File: src/rq_pkg.sv
// shared constants and types for the read queue event logger
package rq_pkg;
    // ------------------------------------------------------------
    // register map (byte addresses)
    // ------------------------------------------------------------
    localparam logic [7:0] ADDR_CTRL = 8'h00; // control bits
    localparam logic [7:0] ADDR_THRESH = 8'h04; // read-multiple threshold
    localparam logic [7:0] ADDR_STATUS = 8'h08; // queue state
    localparam logic [7:0] ADDR_TBASE = 8'h0c; // timebase rate in MHz
    localparam logic [7:0] ADDR_POP = 8'h10; // read pops one entry word set
    localparam logic [7:0] ADDR_ENT_TS = 8'h14; // head timestamp
    localparam logic [7:0] ADDR_ENT_ID = 8'h18; // head arbitration id
    localparam logic [7:0] ADDR_ENT_INFO = 8'h1c; // head type/length
    localparam logic [7:0] ADDR_ENT_DATA = 8'h20; // head bytes 0..3
    // ------------------------------------------------------------
    // control bit positions
    // ------------------------------------------------------------
    localparam int CTRL_START_LOG = 0; // log start trigger
    localparam int CTRL_FAULT_LOG = 1; // log transceiver faults
    localparam int CTRL_WARN_LOG = 2; // log comm warnings
    localparam int CTRL_SELF_RX = 3; // self reception
    localparam int CTRL_RUN = 4; // communication running
    localparam int CTRL_LIN = 5; // lin mode
    localparam int CTRL_USB = 6; // usb-class auto lock
    localparam int CTRL_PXI_REF = 7; // backplane ref routed to timebase
    // ------------------------------------------------------------
    // queue geometry and reset values
    // ------------------------------------------------------------
    localparam int QDEPTH = 16; // read queue length
    localparam int QAW = 4; // queue address width
    localparam logic [4:0] THRESH_RST = 5'd8; // half the queue length
    localparam logic [7:0] RATE_RST = 8'd20; // 20 mhz
    localparam logic [7:0] RATE_10 = 8'd10; // 10 mhz
    localparam logic [7:0] RATE_1 = 8'd1; // 1 mhz
    // ------------------------------------------------------------
    // entry codes
    // ------------------------------------------------------------
    localparam logic [3:0] TYPE_DATA = 4'h0; // ordinary frame
    localparam logic [3:0] TYPE_WARN = 4'h2; // comm warning
    localparam logic [3:0] TYPE_TRIG = 4'h6; // start trigger marker
    localparam logic [3:0] TYPE_FAULT = 4'h7; // transceiver fault
    localparam logic [3:0] LEN_FAULT = 4'h1; // fault payload length
    localparam logic [3:0] LEN_ZERO = 4'h0; // empty payload
    localparam logic [28:0] ID_FAULT = 29'h0; // fault arbitration id
    localparam logic [28:0] ID_WARN_FAULT = 29'h1; // warning id for a fault
    // ------------------------------------------------------------
    // timing
    // ------------------------------------------------------------
    localparam int CLK_MHZ = 100; // pclk rate
    localparam int DEBOUNCE_MS = 10; // spacing of fault entries
    localparam int DEBOUNCE_CYC = DEBOUNCE_MS * 1000 * CLK_MHZ; // 1,000,000
    // one queue entry
    typedef struct packed {
        logic [31:0] ts;
        logic [28:0] id;
        logic [3:0] ftype;
        logic [3:0] len;
        logic [31:0] data;
    } entry_t;
endpackage : rq_pkg

File: src/rq_sync.sv
// two flip-flop synchroniser for a pin level
`timescale 1ns/1ps
module rq_sync
    import rq_pkg::*;
(
    input wire logic pclk,
    input wire logic presetn,
    input wire logic d,
    output logic q
);
    typedef struct packed {
        logic s1;
        logic s2;
    } sync_t;
    sync_t st_ff; // both stages
    sync_t nxt_st; // next stages
    // first stage feeds only the second
    always_comb begin
        nxt_st.s1 = d;
        nxt_st.s2 = st_ff.s1;
    end
    // registered stages
    always_ff @(posedge pclk or negedge presetn) begin
        if (!presetn) begin
            st_ff <= '0;
        end else begin
            st_ff <= nxt_st;
        end
    end
    assign q = st_ff.s2;
endmodule : rq_sync

File: src/rq_fifo.sv
// read queue storage with occupancy count
`timescale 1ns/1ps
module rq_fifo
    import rq_pkg::*;
(
    input wire logic pclk,
    input wire logic presetn,
    input wire logic wr,
    input wire entry_t wdata,
    input wire logic rd,
    output entry_t rdata,
    output logic [QAW:0] count
);
    typedef struct packed {
        logic [QAW-1:0] wp;
        logic [QAW-1:0] rp;
        logic [QAW:0] cnt;
    } fifo_t;
    fifo_t st_ff; // pointers and count
    fifo_t nxt_st; // next pointers
    entry_t mem [QDEPTH]; // entry storage
    logic do_wr; // write accepted
    logic do_rd; // read accepted
    // pointer and count update; full refuses writes
    always_comb begin
        do_wr = wr && (st_ff.cnt != 5'(QDEPTH));
        do_rd = rd && (st_ff.cnt != '0);
        nxt_st = st_ff;
        if (do_wr) begin
            nxt_st.wp = st_ff.wp + 1'b1;
        end
        if (do_rd) begin
            nxt_st.rp = st_ff.rp + 1'b1;
        end
        nxt_st.cnt = st_ff.cnt + {4'd0, do_wr} - {4'd0, do_rd};
    end
    // state registers
    always_ff @(posedge pclk or negedge presetn) begin
        if (!presetn) begin
            st_ff <= '0;
        end else begin
            st_ff <= nxt_st;
        end
    end
    // storage array, no reset needed
    always_ff @(posedge pclk) begin
        if (do_wr) begin
            mem[st_ff.wp] <= wdata;
        end
    end
    assign rdata = mem[st_ff.rp];
    assign count = st_ff.cnt;
endmodule : rq_fifo

File: src/bus_read_queue_event_logger.sv
// read queue event logger: start markers, fault frames, self reception
//
// Register access over APB and the register addresses were decided locally.
`timescale 1ns/1ps
// What this block does
// - log start marker when communication starts
// - fault logging off by default
// - fault logging changeable while running
// - fault frame per error line change, debounced
// - fault frame: timestamp, id 0, type 7, length 1
// - byte 0 is fault present flag
// - timebase rate defaults to 20 mhz
// - backplane reference forces 10 mhz
// - usb class ignores setting, locks automatically
// - read-multiple flag at threshold, default half
// - self reception echoes transmitted frames
// - unacknowledged frames never echoed
// - self reception off by default
// - lin slave responses queued per self reception
// - warning logging stores type 2 length 0 outside lin mode
module bus_read_queue_event_logger
    import rq_pkg::*;
(
    input wire logic pclk,
    input wire logic presetn,
    input wire logic psel,
    input wire logic penable,
    input wire logic pwrite,
    input wire logic [7:0] paddr,
    input wire logic [31:0] pwdata,
    output logic [31:0] prdata,
    output logic pready,
    output logic pslverr,
    input wire logic transceiver_error_line,
    input wire logic rx_valid,
    input wire logic [28:0] rx_id,
    input wire logic [3:0] rx_len,
    input wire logic [31:0] rx_data,
    input wire logic tx_done,
    input wire logic tx_acked,
    input wire logic [28:0] tx_id,
    input wire logic [3:0] tx_len,
    input wire logic [31:0] tx_data,
    input wire logic [1:0] sync_bus_clock_terminal,
    output logic multi_frame_read_threshold,
    output logic [7:0] timebase_rate_mhz,
    output logic comm_started,
    output logic queue_overflow
);
    // ------------------------------------------------------------
    // state
    // ------------------------------------------------------------
    typedef struct packed {
        // host settings and the effective rate
        logic [7:0] ctrl;
        logic [4:0] thresh;
        logic [7:0] rate_set;
        logic [7:0] rate;
        // free running timestamp and bus answer
        logic [31:0] ts;
        logic [31:0] rdata;
        logic ready;
        logic err;
        // event detection
        logic run_d;
        logic trig_pend;
        logic line_last;
        logic fault_pend;
        logic [19:0] deb;
        // status flags and pop strobe
        logic mrt;
        logic ovf;
        logic pop;
    } top_t;
    top_t st_ff; // all registers
    top_t nxt_st; // next value
    logic line_s; // synchronised error line
    entry_t q_head; // queue head entry
    logic [QAW:0] q_count; // entries held
    entry_t q_wdata; // entry to write
    logic q_wr; // write strobe
    logic acc; // apb access phase
    // ------------------------------------------------------------
    // timing notes
    // ------------------------------------------------------------
    // apb: setup edge, access edge, then pready for one cycle
    // the access edge is the only one that updates registers
    // read data is captured at the access edge and held after
    // a second access cannot start while pready is still high
    // queue writers, highest priority first:
    //   received frame from another node
    //   echo of an acknowledged transmit or lin response
    //   start trigger marker
    //   fault or warning entry
    // a blocked marker or fault waits in its pending flag
    // only one entry is written per cycle, so the free running
    // timestamp is strictly increasing through the queue
    // the error line passes two flops before the edge detector
    // a fault entry is written three to four cycles after the pin
    // the debounce counter blocks a new change for its full span
    // a change during that span is taken once the count ends
    // pop reads advance the head one cycle after the access
    // the head words always show the entry at the read pointer
    // an empty queue shows stale storage on the head words
    // rate: backplane reference beats the usb lock,
    // and either beats the host setting
    // the rate output follows one cycle after its cause
    // overflow stays set until the host writes the pop word
    // the threshold compare uses the registered count,
    // so the flag trails the count by one cycle
    // ------------------------------------------------------------
    // submodules
    // ------------------------------------------------------------
    // error line comes from the pin, two flops first
    rq_sync u_sync (
        .pclk(pclk),
        .presetn(presetn),
        .d(transceiver_error_line),
        .q(line_s)
    );
    // sixteen entry read queue
    rq_fifo u_fifo (
        .pclk(pclk),
        .presetn(presetn),
        .wr(q_wr),
        .wdata(q_wdata),
        .rd(st_ff.pop),
        .rdata(q_head),
        .count(q_count)
    );
    // ------------------------------------------------------------
    // next state
    // ------------------------------------------------------------
    always_comb begin
        // hold every field unless a branch below changes it
        nxt_st = st_ff;
        q_wr = 1'b0;
        q_wdata = '0;
        // access phase is taken once, pready blocks a repeat
        acc = psel && penable && !st_ff.ready;
        nxt_st.ready = acc;
        nxt_st.err = 1'b0;
        nxt_st.pop = 1'b0;
        // free running timestamp
        nxt_st.ts = st_ff.ts + 32'd1;
        nxt_st.run_d = st_ff.ctrl[CTRL_RUN];
        // apb register access, one wait state
        if (acc) begin
            nxt_st.rdata = '0;
            unique case (paddr)
                // control bits, read back as written
                ADDR_CTRL: begin
                    nxt_st.rdata = {24'd0, st_ff.ctrl};
                    if (pwrite) begin
                        nxt_st.ctrl = pwdata[7:0];
                    end
                end
                // read-multiple threshold, five bits
                ADDR_THRESH: begin
                    nxt_st.rdata = {27'd0, st_ff.thresh};
                    if (pwrite) begin
                        nxt_st.thresh = pwdata[4:0];
                    end
                end
                // status is read only
                ADDR_STATUS: nxt_st.rdata = {25'd0, st_ff.ovf, st_ff.mrt, q_count};
                // effective rate above, setting below
                ADDR_TBASE: begin
                    nxt_st.rdata = {16'd0, st_ff.rate, st_ff.rate_set};
                    if (pwrite) begin
                        nxt_st.rate_set = pwdata[7:0];
                    end
                end
                ADDR_POP: begin
                    // read pops the head, write clears overflow
                    nxt_st.pop = !pwrite;
                    if (pwrite) begin
                        nxt_st.ovf = 1'b0;
                    end
                end
                // head entry words, read only
                ADDR_ENT_TS: nxt_st.rdata = q_head.ts;
                ADDR_ENT_ID: nxt_st.rdata = {3'd0, q_head.id};
                ADDR_ENT_INFO: nxt_st.rdata = {24'd0, q_head.len, q_head.ftype};
                ADDR_ENT_DATA: nxt_st.rdata = q_head.data;
                // unmapped or misaligned address
                default: nxt_st.err = 1'b1;
            endcase
        end
        // run bit rising with start logging set
        // marker on start of communication
        if (st_ff.ctrl[CTRL_RUN] && !st_ff.run_d && st_ff.ctrl[CTRL_START_LOG]) begin
            nxt_st.trig_pend = 1'b1;
        end
        // count down to zero, then hold
        // debounce counter spaces fault entries
        if (st_ff.deb != '0) begin
            nxt_st.deb = st_ff.deb - 20'd1;
        end
        // a change is taken only while the counter is idle
        // warning logging also needs the event, as a type 2 entry outside lin mode
        // disabled logging drops fault events
        if (line_s != st_ff.line_last && st_ff.deb == '0) begin
            nxt_st.line_last = line_s;
            nxt_st.deb = 20'(DEBOUNCE_CYC - 1);
            nxt_st.fault_pend = st_ff.ctrl[CTRL_FAULT_LOG] || st_ff.ctrl[CTRL_WARN_LOG];
        end
        // queue write arbitration, one writer per cycle
        // one entry per cycle, arrival order is timestamp order
        if (rx_valid) begin
            q_wr = 1'b1;
            q_wdata = '{ts: st_ff.ts, id: rx_id, ftype: TYPE_DATA, len: rx_len, data: rx_data};
        // echo transmitted frames; lin slave responses alike
        end else if (tx_done && tx_acked && st_ff.ctrl[CTRL_SELF_RX]) begin
            // unacknowledged frames excluded; off by default
            q_wr = 1'b1;
            q_wdata = '{ts: st_ff.ts, id: tx_id, ftype: TYPE_DATA, len: tx_len, data: tx_data};
        end else if (st_ff.trig_pend) begin
            q_wr = 1'b1;
            nxt_st.trig_pend = 1'b0;
            q_wdata = '{ts: st_ff.ts, id: '0, ftype: TYPE_TRIG, len: LEN_ZERO, data: '0};
        end else if (st_ff.fault_pend) begin
            q_wr = 1'b1;
            nxt_st.fault_pend = 1'b0;
            // warning format only applies to can mode
            if (st_ff.ctrl[CTRL_WARN_LOG] && !st_ff.ctrl[CTRL_LIN]) begin
                // warning frame type 2 length 0
                q_wdata = '{ts: st_ff.ts, id: ID_WARN_FAULT, ftype: TYPE_WARN, len: LEN_ZERO, data: '0};
            end else begin
                // fault frame layout; byte 0 fault flag
                q_wdata = '{ts: st_ff.ts, id: ID_FAULT, ftype: TYPE_FAULT, len: LEN_FAULT,
                            data: {7'd0, st_ff.line_last, 24'd0}};
            end
        end
        // a write into a full queue is dropped by the storage
        // overflow flag, set wins over clear
        if (q_wr && q_count == 5'(QDEPTH)) begin
            nxt_st.ovf = 1'b1;
        end
        // threshold zero keeps the flag low
        // read-multiple state at threshold
        nxt_st.mrt = (q_count >= st_ff.thresh) && (st_ff.thresh != '0);
        if (st_ff.ctrl[CTRL_PXI_REF]) begin
            nxt_st.rate = RATE_10;
        // usb class locks to the detected rate
        end else if (st_ff.ctrl[CTRL_USB]) begin
            unique case (sync_bus_clock_terminal)
                // detected code 1 is 1 mhz, 2 is 10 mhz
                2'd1: nxt_st.rate = RATE_1;
                2'd2: nxt_st.rate = RATE_10;
                // anything else is taken as 20 mhz
                default: nxt_st.rate = RATE_RST;
            endcase
        end else begin
            // otherwise the host setting applies
            nxt_st.rate = st_ff.rate_set;
        end
    end
    // ------------------------------------------------------------
    // registers
    // ------------------------------------------------------------
    // all fields reset to zero except threshold and rates
    always_ff @(posedge pclk or negedge presetn) begin
        if (!presetn) begin
            st_ff <= '0;
            st_ff.thresh <= THRESH_RST;
            st_ff.rate_set <= RATE_RST;
            st_ff.rate <= RATE_RST;
        end else begin
            st_ff <= nxt_st;
        end
    end
    // ------------------------------------------------------------
    // outputs
    // ------------------------------------------------------------
    // every output is a register field, no logic after the flops
    assign prdata = st_ff.rdata;
    assign pready = st_ff.ready;
    assign pslverr = st_ff.err;
    assign multi_frame_read_threshold = st_ff.mrt;
    assign timebase_rate_mhz = st_ff.rate;
    assign comm_started = st_ff.run_d;
    assign queue_overflow = st_ff.ovf;
endmodule : bus_read_queue_event_logger

File: config.mk
export PLATFORM = sky130hd
export DESIGN_NAME = bus_read_queue_event_logger
export DESIGN_NICKNAME = d
export VERILOG_FILES = /design/src/rq_pkg.sv /design/src/rq_sync.sv /design/src/rq_fifo.sv /design/src/bus_read_queue_event_logger.sv
export SDC_FILE = /design/constraint.sdc
export NUM_CORES = 2
export LEC_CHECK = 0
export BUFFER_PORTS_ARGS = -buffer_cell sky130_fd_sc_hd__buf_4
export CORE_MARGIN = 2
export CORE_UTILIZATION = 55
export DETAILED_ROUTE_END_ITERATION = 10
export PLACE_DENSITY_LB_ADDON = 0.05
export SETUP_SLACK_MARGIN = 0.4
export SLEW_MARGIN = 20
export SYNTH_ARGS = -nofsm -noshare
export SYNTH_HDL_FRONTEND = slang
export SYNTH_HIERARCHICAL = 1
export SYNTH_SLANG_ARGS = --single-unit
File: constraint.sdc
create_clock -name pclk -period 14.1 [get_ports pclk]
set_input_delay 2.115 -clock pclk [delete_from_list [all_inputs] [get_ports pclk]]
set_output_delay 2.115 -clock pclk [all_outputs]
set_load 0.01 [all_outputs]
==> key figures <==
Setup path
  • CP Data Arrival Time: 5900 ps
  • CP endpoint kind: flop
  • Slowest cell on the critical path: buf_4
  • Crit-path cells: buf_4 > nand3_1 > nand2b_1 > nor3_2 > inv_1 > o21a_1 > inv_1 > nor3b_1 > and2_4 > buf_4
  • Data required time of the worst path: 14,510 ps
  • Max stage delay on crit path: 870 ps
  • Crit start category: primary input
  • Max FO, Critical Path: 43
  • Critical setup path kind: in -> reg

Logic synthesis
  • Avg Cell Area, Syn: 18.8 sq um
  • Async S/R FF share, synth: 7.82%
  • Number of flops mapped to enable cells by yosys: 1,616
  • Area of the mapped netlist: 70,700 sq um
  • Post-synthesis sequential area ratio: 73.5%
  • Main flop type after synthesis: edfxtp_1
  • Distinct cells, synth: 73
  • Syn Inst Count: 3,766
  • Yosys reg bits: 1,753
  • Yosys warnings: 6

Power
  • LEAKAGE: 25.5 nW
  • Maximum resistive drop on vdd: 0.128 mV
  • Sequential Power Share: 54.1%
  • Net switching power: 2.86 mW
  • Switching Fraction: 24.0%
  • Clock power share: 36.5%
  • Combinational group share of total power: 9.4%
  • Power Dens Cells: 151 nW/um^2
  • Internal power: 9.06 mW

Placement
  • Port Buffers: 201
  • Routability Congestion: 0.901
  • HPWL Detailed: 103,000 um

Die
  • CORE AREA: 128,000 sq um
  • Die Y-Extent: 362 um
  • Row Count: 131
  • IO Pins: 226
  • Starting Density: 55.4%
  • Die area: 131,000 sq um
  • Chip Width: 362 um

Global route
  • Grt ovf: 0
  • First-pass GRT wire length: 262,000 um
  • Initial antenna violation count: 12
  • Overall routing resource usage: 28.1%
  • Largest net degree at the start of global routing: 130
  • Number of global-route vias before repair: 37.4k

STA
  • Fin crit period: 5490 ps
  • Final setup violation count: 0
  • Max Fclk: 0.182 GHz
  • Headroom to the max-slew limit: 22.6%
  • Final Cycle Share: 38.9%
  • Fin. Hold Viols: 0
  • Tightest Pin Transition: 1160 ps
  • Clk_skew: 28.1 ps
  • RSZ-0062 raised after global routing: no
  • Final Slew Violations: 0
  • WHS: 368 ps
  • Setup_tns: 0 ps

Drt
  • Post-DRT Antenna Nets: 0
  • WL/cell: 31.8 um
  • WL final: 184,000 um
  • Via Count: 37.4k
  • DR iter-0 viols: 4,466
  • Drt pass-1 iters: 5
  • Vias/cell: 6.48
  • Drt drc: 0

CTS
  • CTS tree: done
  • Root buffer cell: clkbuf_16
  • Max clock buf depth: 3
  • Num CTS Buffers: 177
  • CTS Sinks: 1,753
  • Clock latency on the worst-skew pair: 810 ps
  • Number of H-tree levels: 4
  • CTS Hold Bufs: 0
  • Clk slew on worst S/H paths: 60 ps
  • Resize count post-CTS: 0
  • Setup bufs post-CTS: 0

Final layout
  • Filler instances: 9,024
  • Share of cells above drive strength 1: 21.5%
  • Total Nets Final: 4,170
  • Area Growth Syn to Fin: 11.4%

Hold path
  • Worst Hold Class: reg -> reg

Run
  • Max-Cap Viols: 0

Outcome
  • Outcome: finished, final reports clean
layout by cell type (no fill, tap or decap), types with 22 or more instances in the layout:
cell type,count
mux4_2,202
o21ai_0,66
clkbuf_1,56
xnor2_1,28
clkinv_2,31
nor2_1,40
nand2_1,162
inv_1,34
clkbuf_16,181
and2_1,35
a221oi_1,105
xor2_1,22
a221oi_2,100
dfrtp_1,128
a22o_1,68
mux2_2,26
mux2i_1,412
edfxtp_1,1616
a22oi_1,135
clkinv_1,28
buf_4,265
o21ai_1,85
power by group through the flow:
stage | Clock [mW] | Combinational, mW | Sequential [mW]
floorplan | 0 | 0.637 | 6.56
global placement | 0 | 1.09 | 6.51
detailed placement | 0 | 1.11 | 6.55
CTS | 4.42 | 1.12 | 6.45
global route | 4.63 | 1.18 | 6.49
finish | 4.35 | 1.12 | 6.45
stage by stage:
step | instances | setup slack (ps) | total power, mW | instance area, sq um | utilization [%]
after floorplan | 3781 | 675 | 7.20 | 70700 | -
after CTS | 5766 | 8780 | 12.0 | 78700 | 61.7
after detailed placement | 5450 | 7920 | 7.67 | 73400 | 57.5
after global routing | 5767 | 8390 | 12.3 | 78700 | 61.7
final | 5768 | 8610 | 11.9 | 78700 | 61.7
after global placement | 5450 | 7920 | 7.61 | 73300 | 57.5
sequential cells by signal, summed over array words and instances (netlist names):
| register | flops |
|---|---|
| pslverr | 1 |
| prdata | 32 |
| st_ff | 76 |
| queue_overflow | 1 |
| u_sync/nxt_st | 1 |
| u_fifo/st_ff | 8 |
| timebase_rate_mhz | 8 |
| u_fifo/count | 5 |
| pready | 1 |
| nxt_st | 1 |
| multi_frame_read_threshold | 1 |
| comm_started | 1 |
| u_fifo/mem | 1616 |
| u_sync/q | 1 |
cell usage after synthesis, types with 9 or more instances:
cell type | number | area share [%]
edfxtp_1 | 1616 | 69
mux2i_1 | 412 | 5.8
mux4_2 | 202 | 6.4
nand2_1 | 162 | 0.86
a22oi_1 | 135 | 1.4
dfrtp_1 | 132 | 4.7
a221oi_1 | 105 | 1.3
a221oi_2 | 100 | 2.1
clkbuf_1 | 85 | 0.45
o21ai_1 | 84 | 0.59
a22o_1 | 68 | 0.84
buf_4 | 67 | 0.71
o21ai_0 | 67 | 0.47
buf_2 | 54 | 0.38
nor2_1 | 46 | 0.24
and2_1 | 43 | 0.38
buf_6 | 37 | 0.59
inv_1 | 35 | 0.19
xnor2_1 | 28 | 0.35
mux2_2 | 26 | 0.41
xor2_1 | 22 | 0.27
ha_1 | 21 | 0.37
a21oi_1 | 20 | 0.14
nand3_1 | 20 | 0.14
a2bb2oi_1 | 16 | 0.20
nor3_1 | 16 | 0.11
buf_1 | 14 | 0.074
nor4_1 | 11 | 0.097
nand4_1 | 9 | 0.080
per-layer routing:
layer / vias up / routed length [um] / GRT usage (%)
met3: 248 / 17500 / 7.18
met4: 16 / 3790 / 6.67
met5: - / 215 / 0.666
li1: 15800 / - / -
met1: 19600 / 77400 / 40.8
met2: 1680 / 84700 / 43.2
critical path, delay by kind of cell:
| kind | cells | cell delay, ps |
|---|---|---|
| AOI/OAI and AO/OA | 1 | 290 |
| and+or+nand+nor | 5 | 2090 |
| buffers and inverters | 4 | 1300 |
cells by family after synthesis:
logic type,after synthesis,synth area share [%]
XOR/XNOR,50,0.620
flip-flops,1753,73.5
AND/OR/NAND/NOR,367,2.65
AO/OA/AOI/OAI,632,7.54
other,1,0.00531
buffers and inverters,300,2.54
adder cells (fa/ha/maj),22,0.400
multiplexers,641,12.7
final cells by class:
cell class | count | area, sq um | share of cell area (%)
Antenna cell | 2 | 5.00 | 0.00636
Clock buffer | 248 | 4890 | 6.21
Clock inverter | 68 | 448 | 0.569
Inverter | 36 | 140 | 0.178
Multi-Input combinational cell | 1728 | 17100 | 21.7
Sequential cell | 1753 | 52000 | 66.0
Tap cell | 1662 | 2080 | 2.64
Timing Repair Buffer | 271 | 2100 | 2.67
final timing paths:
path | startpoint | to | slack, ps | cells after the start
max in group asynchronous | presetn | u_fifo/st_ff[5] | 11740 | 2
hold / removal | u_sync/nxt_st[0] | u_sync/q | 370 | 0
min in group asynchronous | presetn | st_ff[92] | 1250 | 1
hold reg to reg | u_sync/nxt_st[0] | u_sync/q | 370 | 0
setup reg to reg | st_ff[117] | u_fifo/mem[6][30] | 9140 | 9
setup / recovery | tx_acked | u_fifo/mem[6][30] | 8610 | 10
Note: power is estimated with default switching activity, not from simulation.
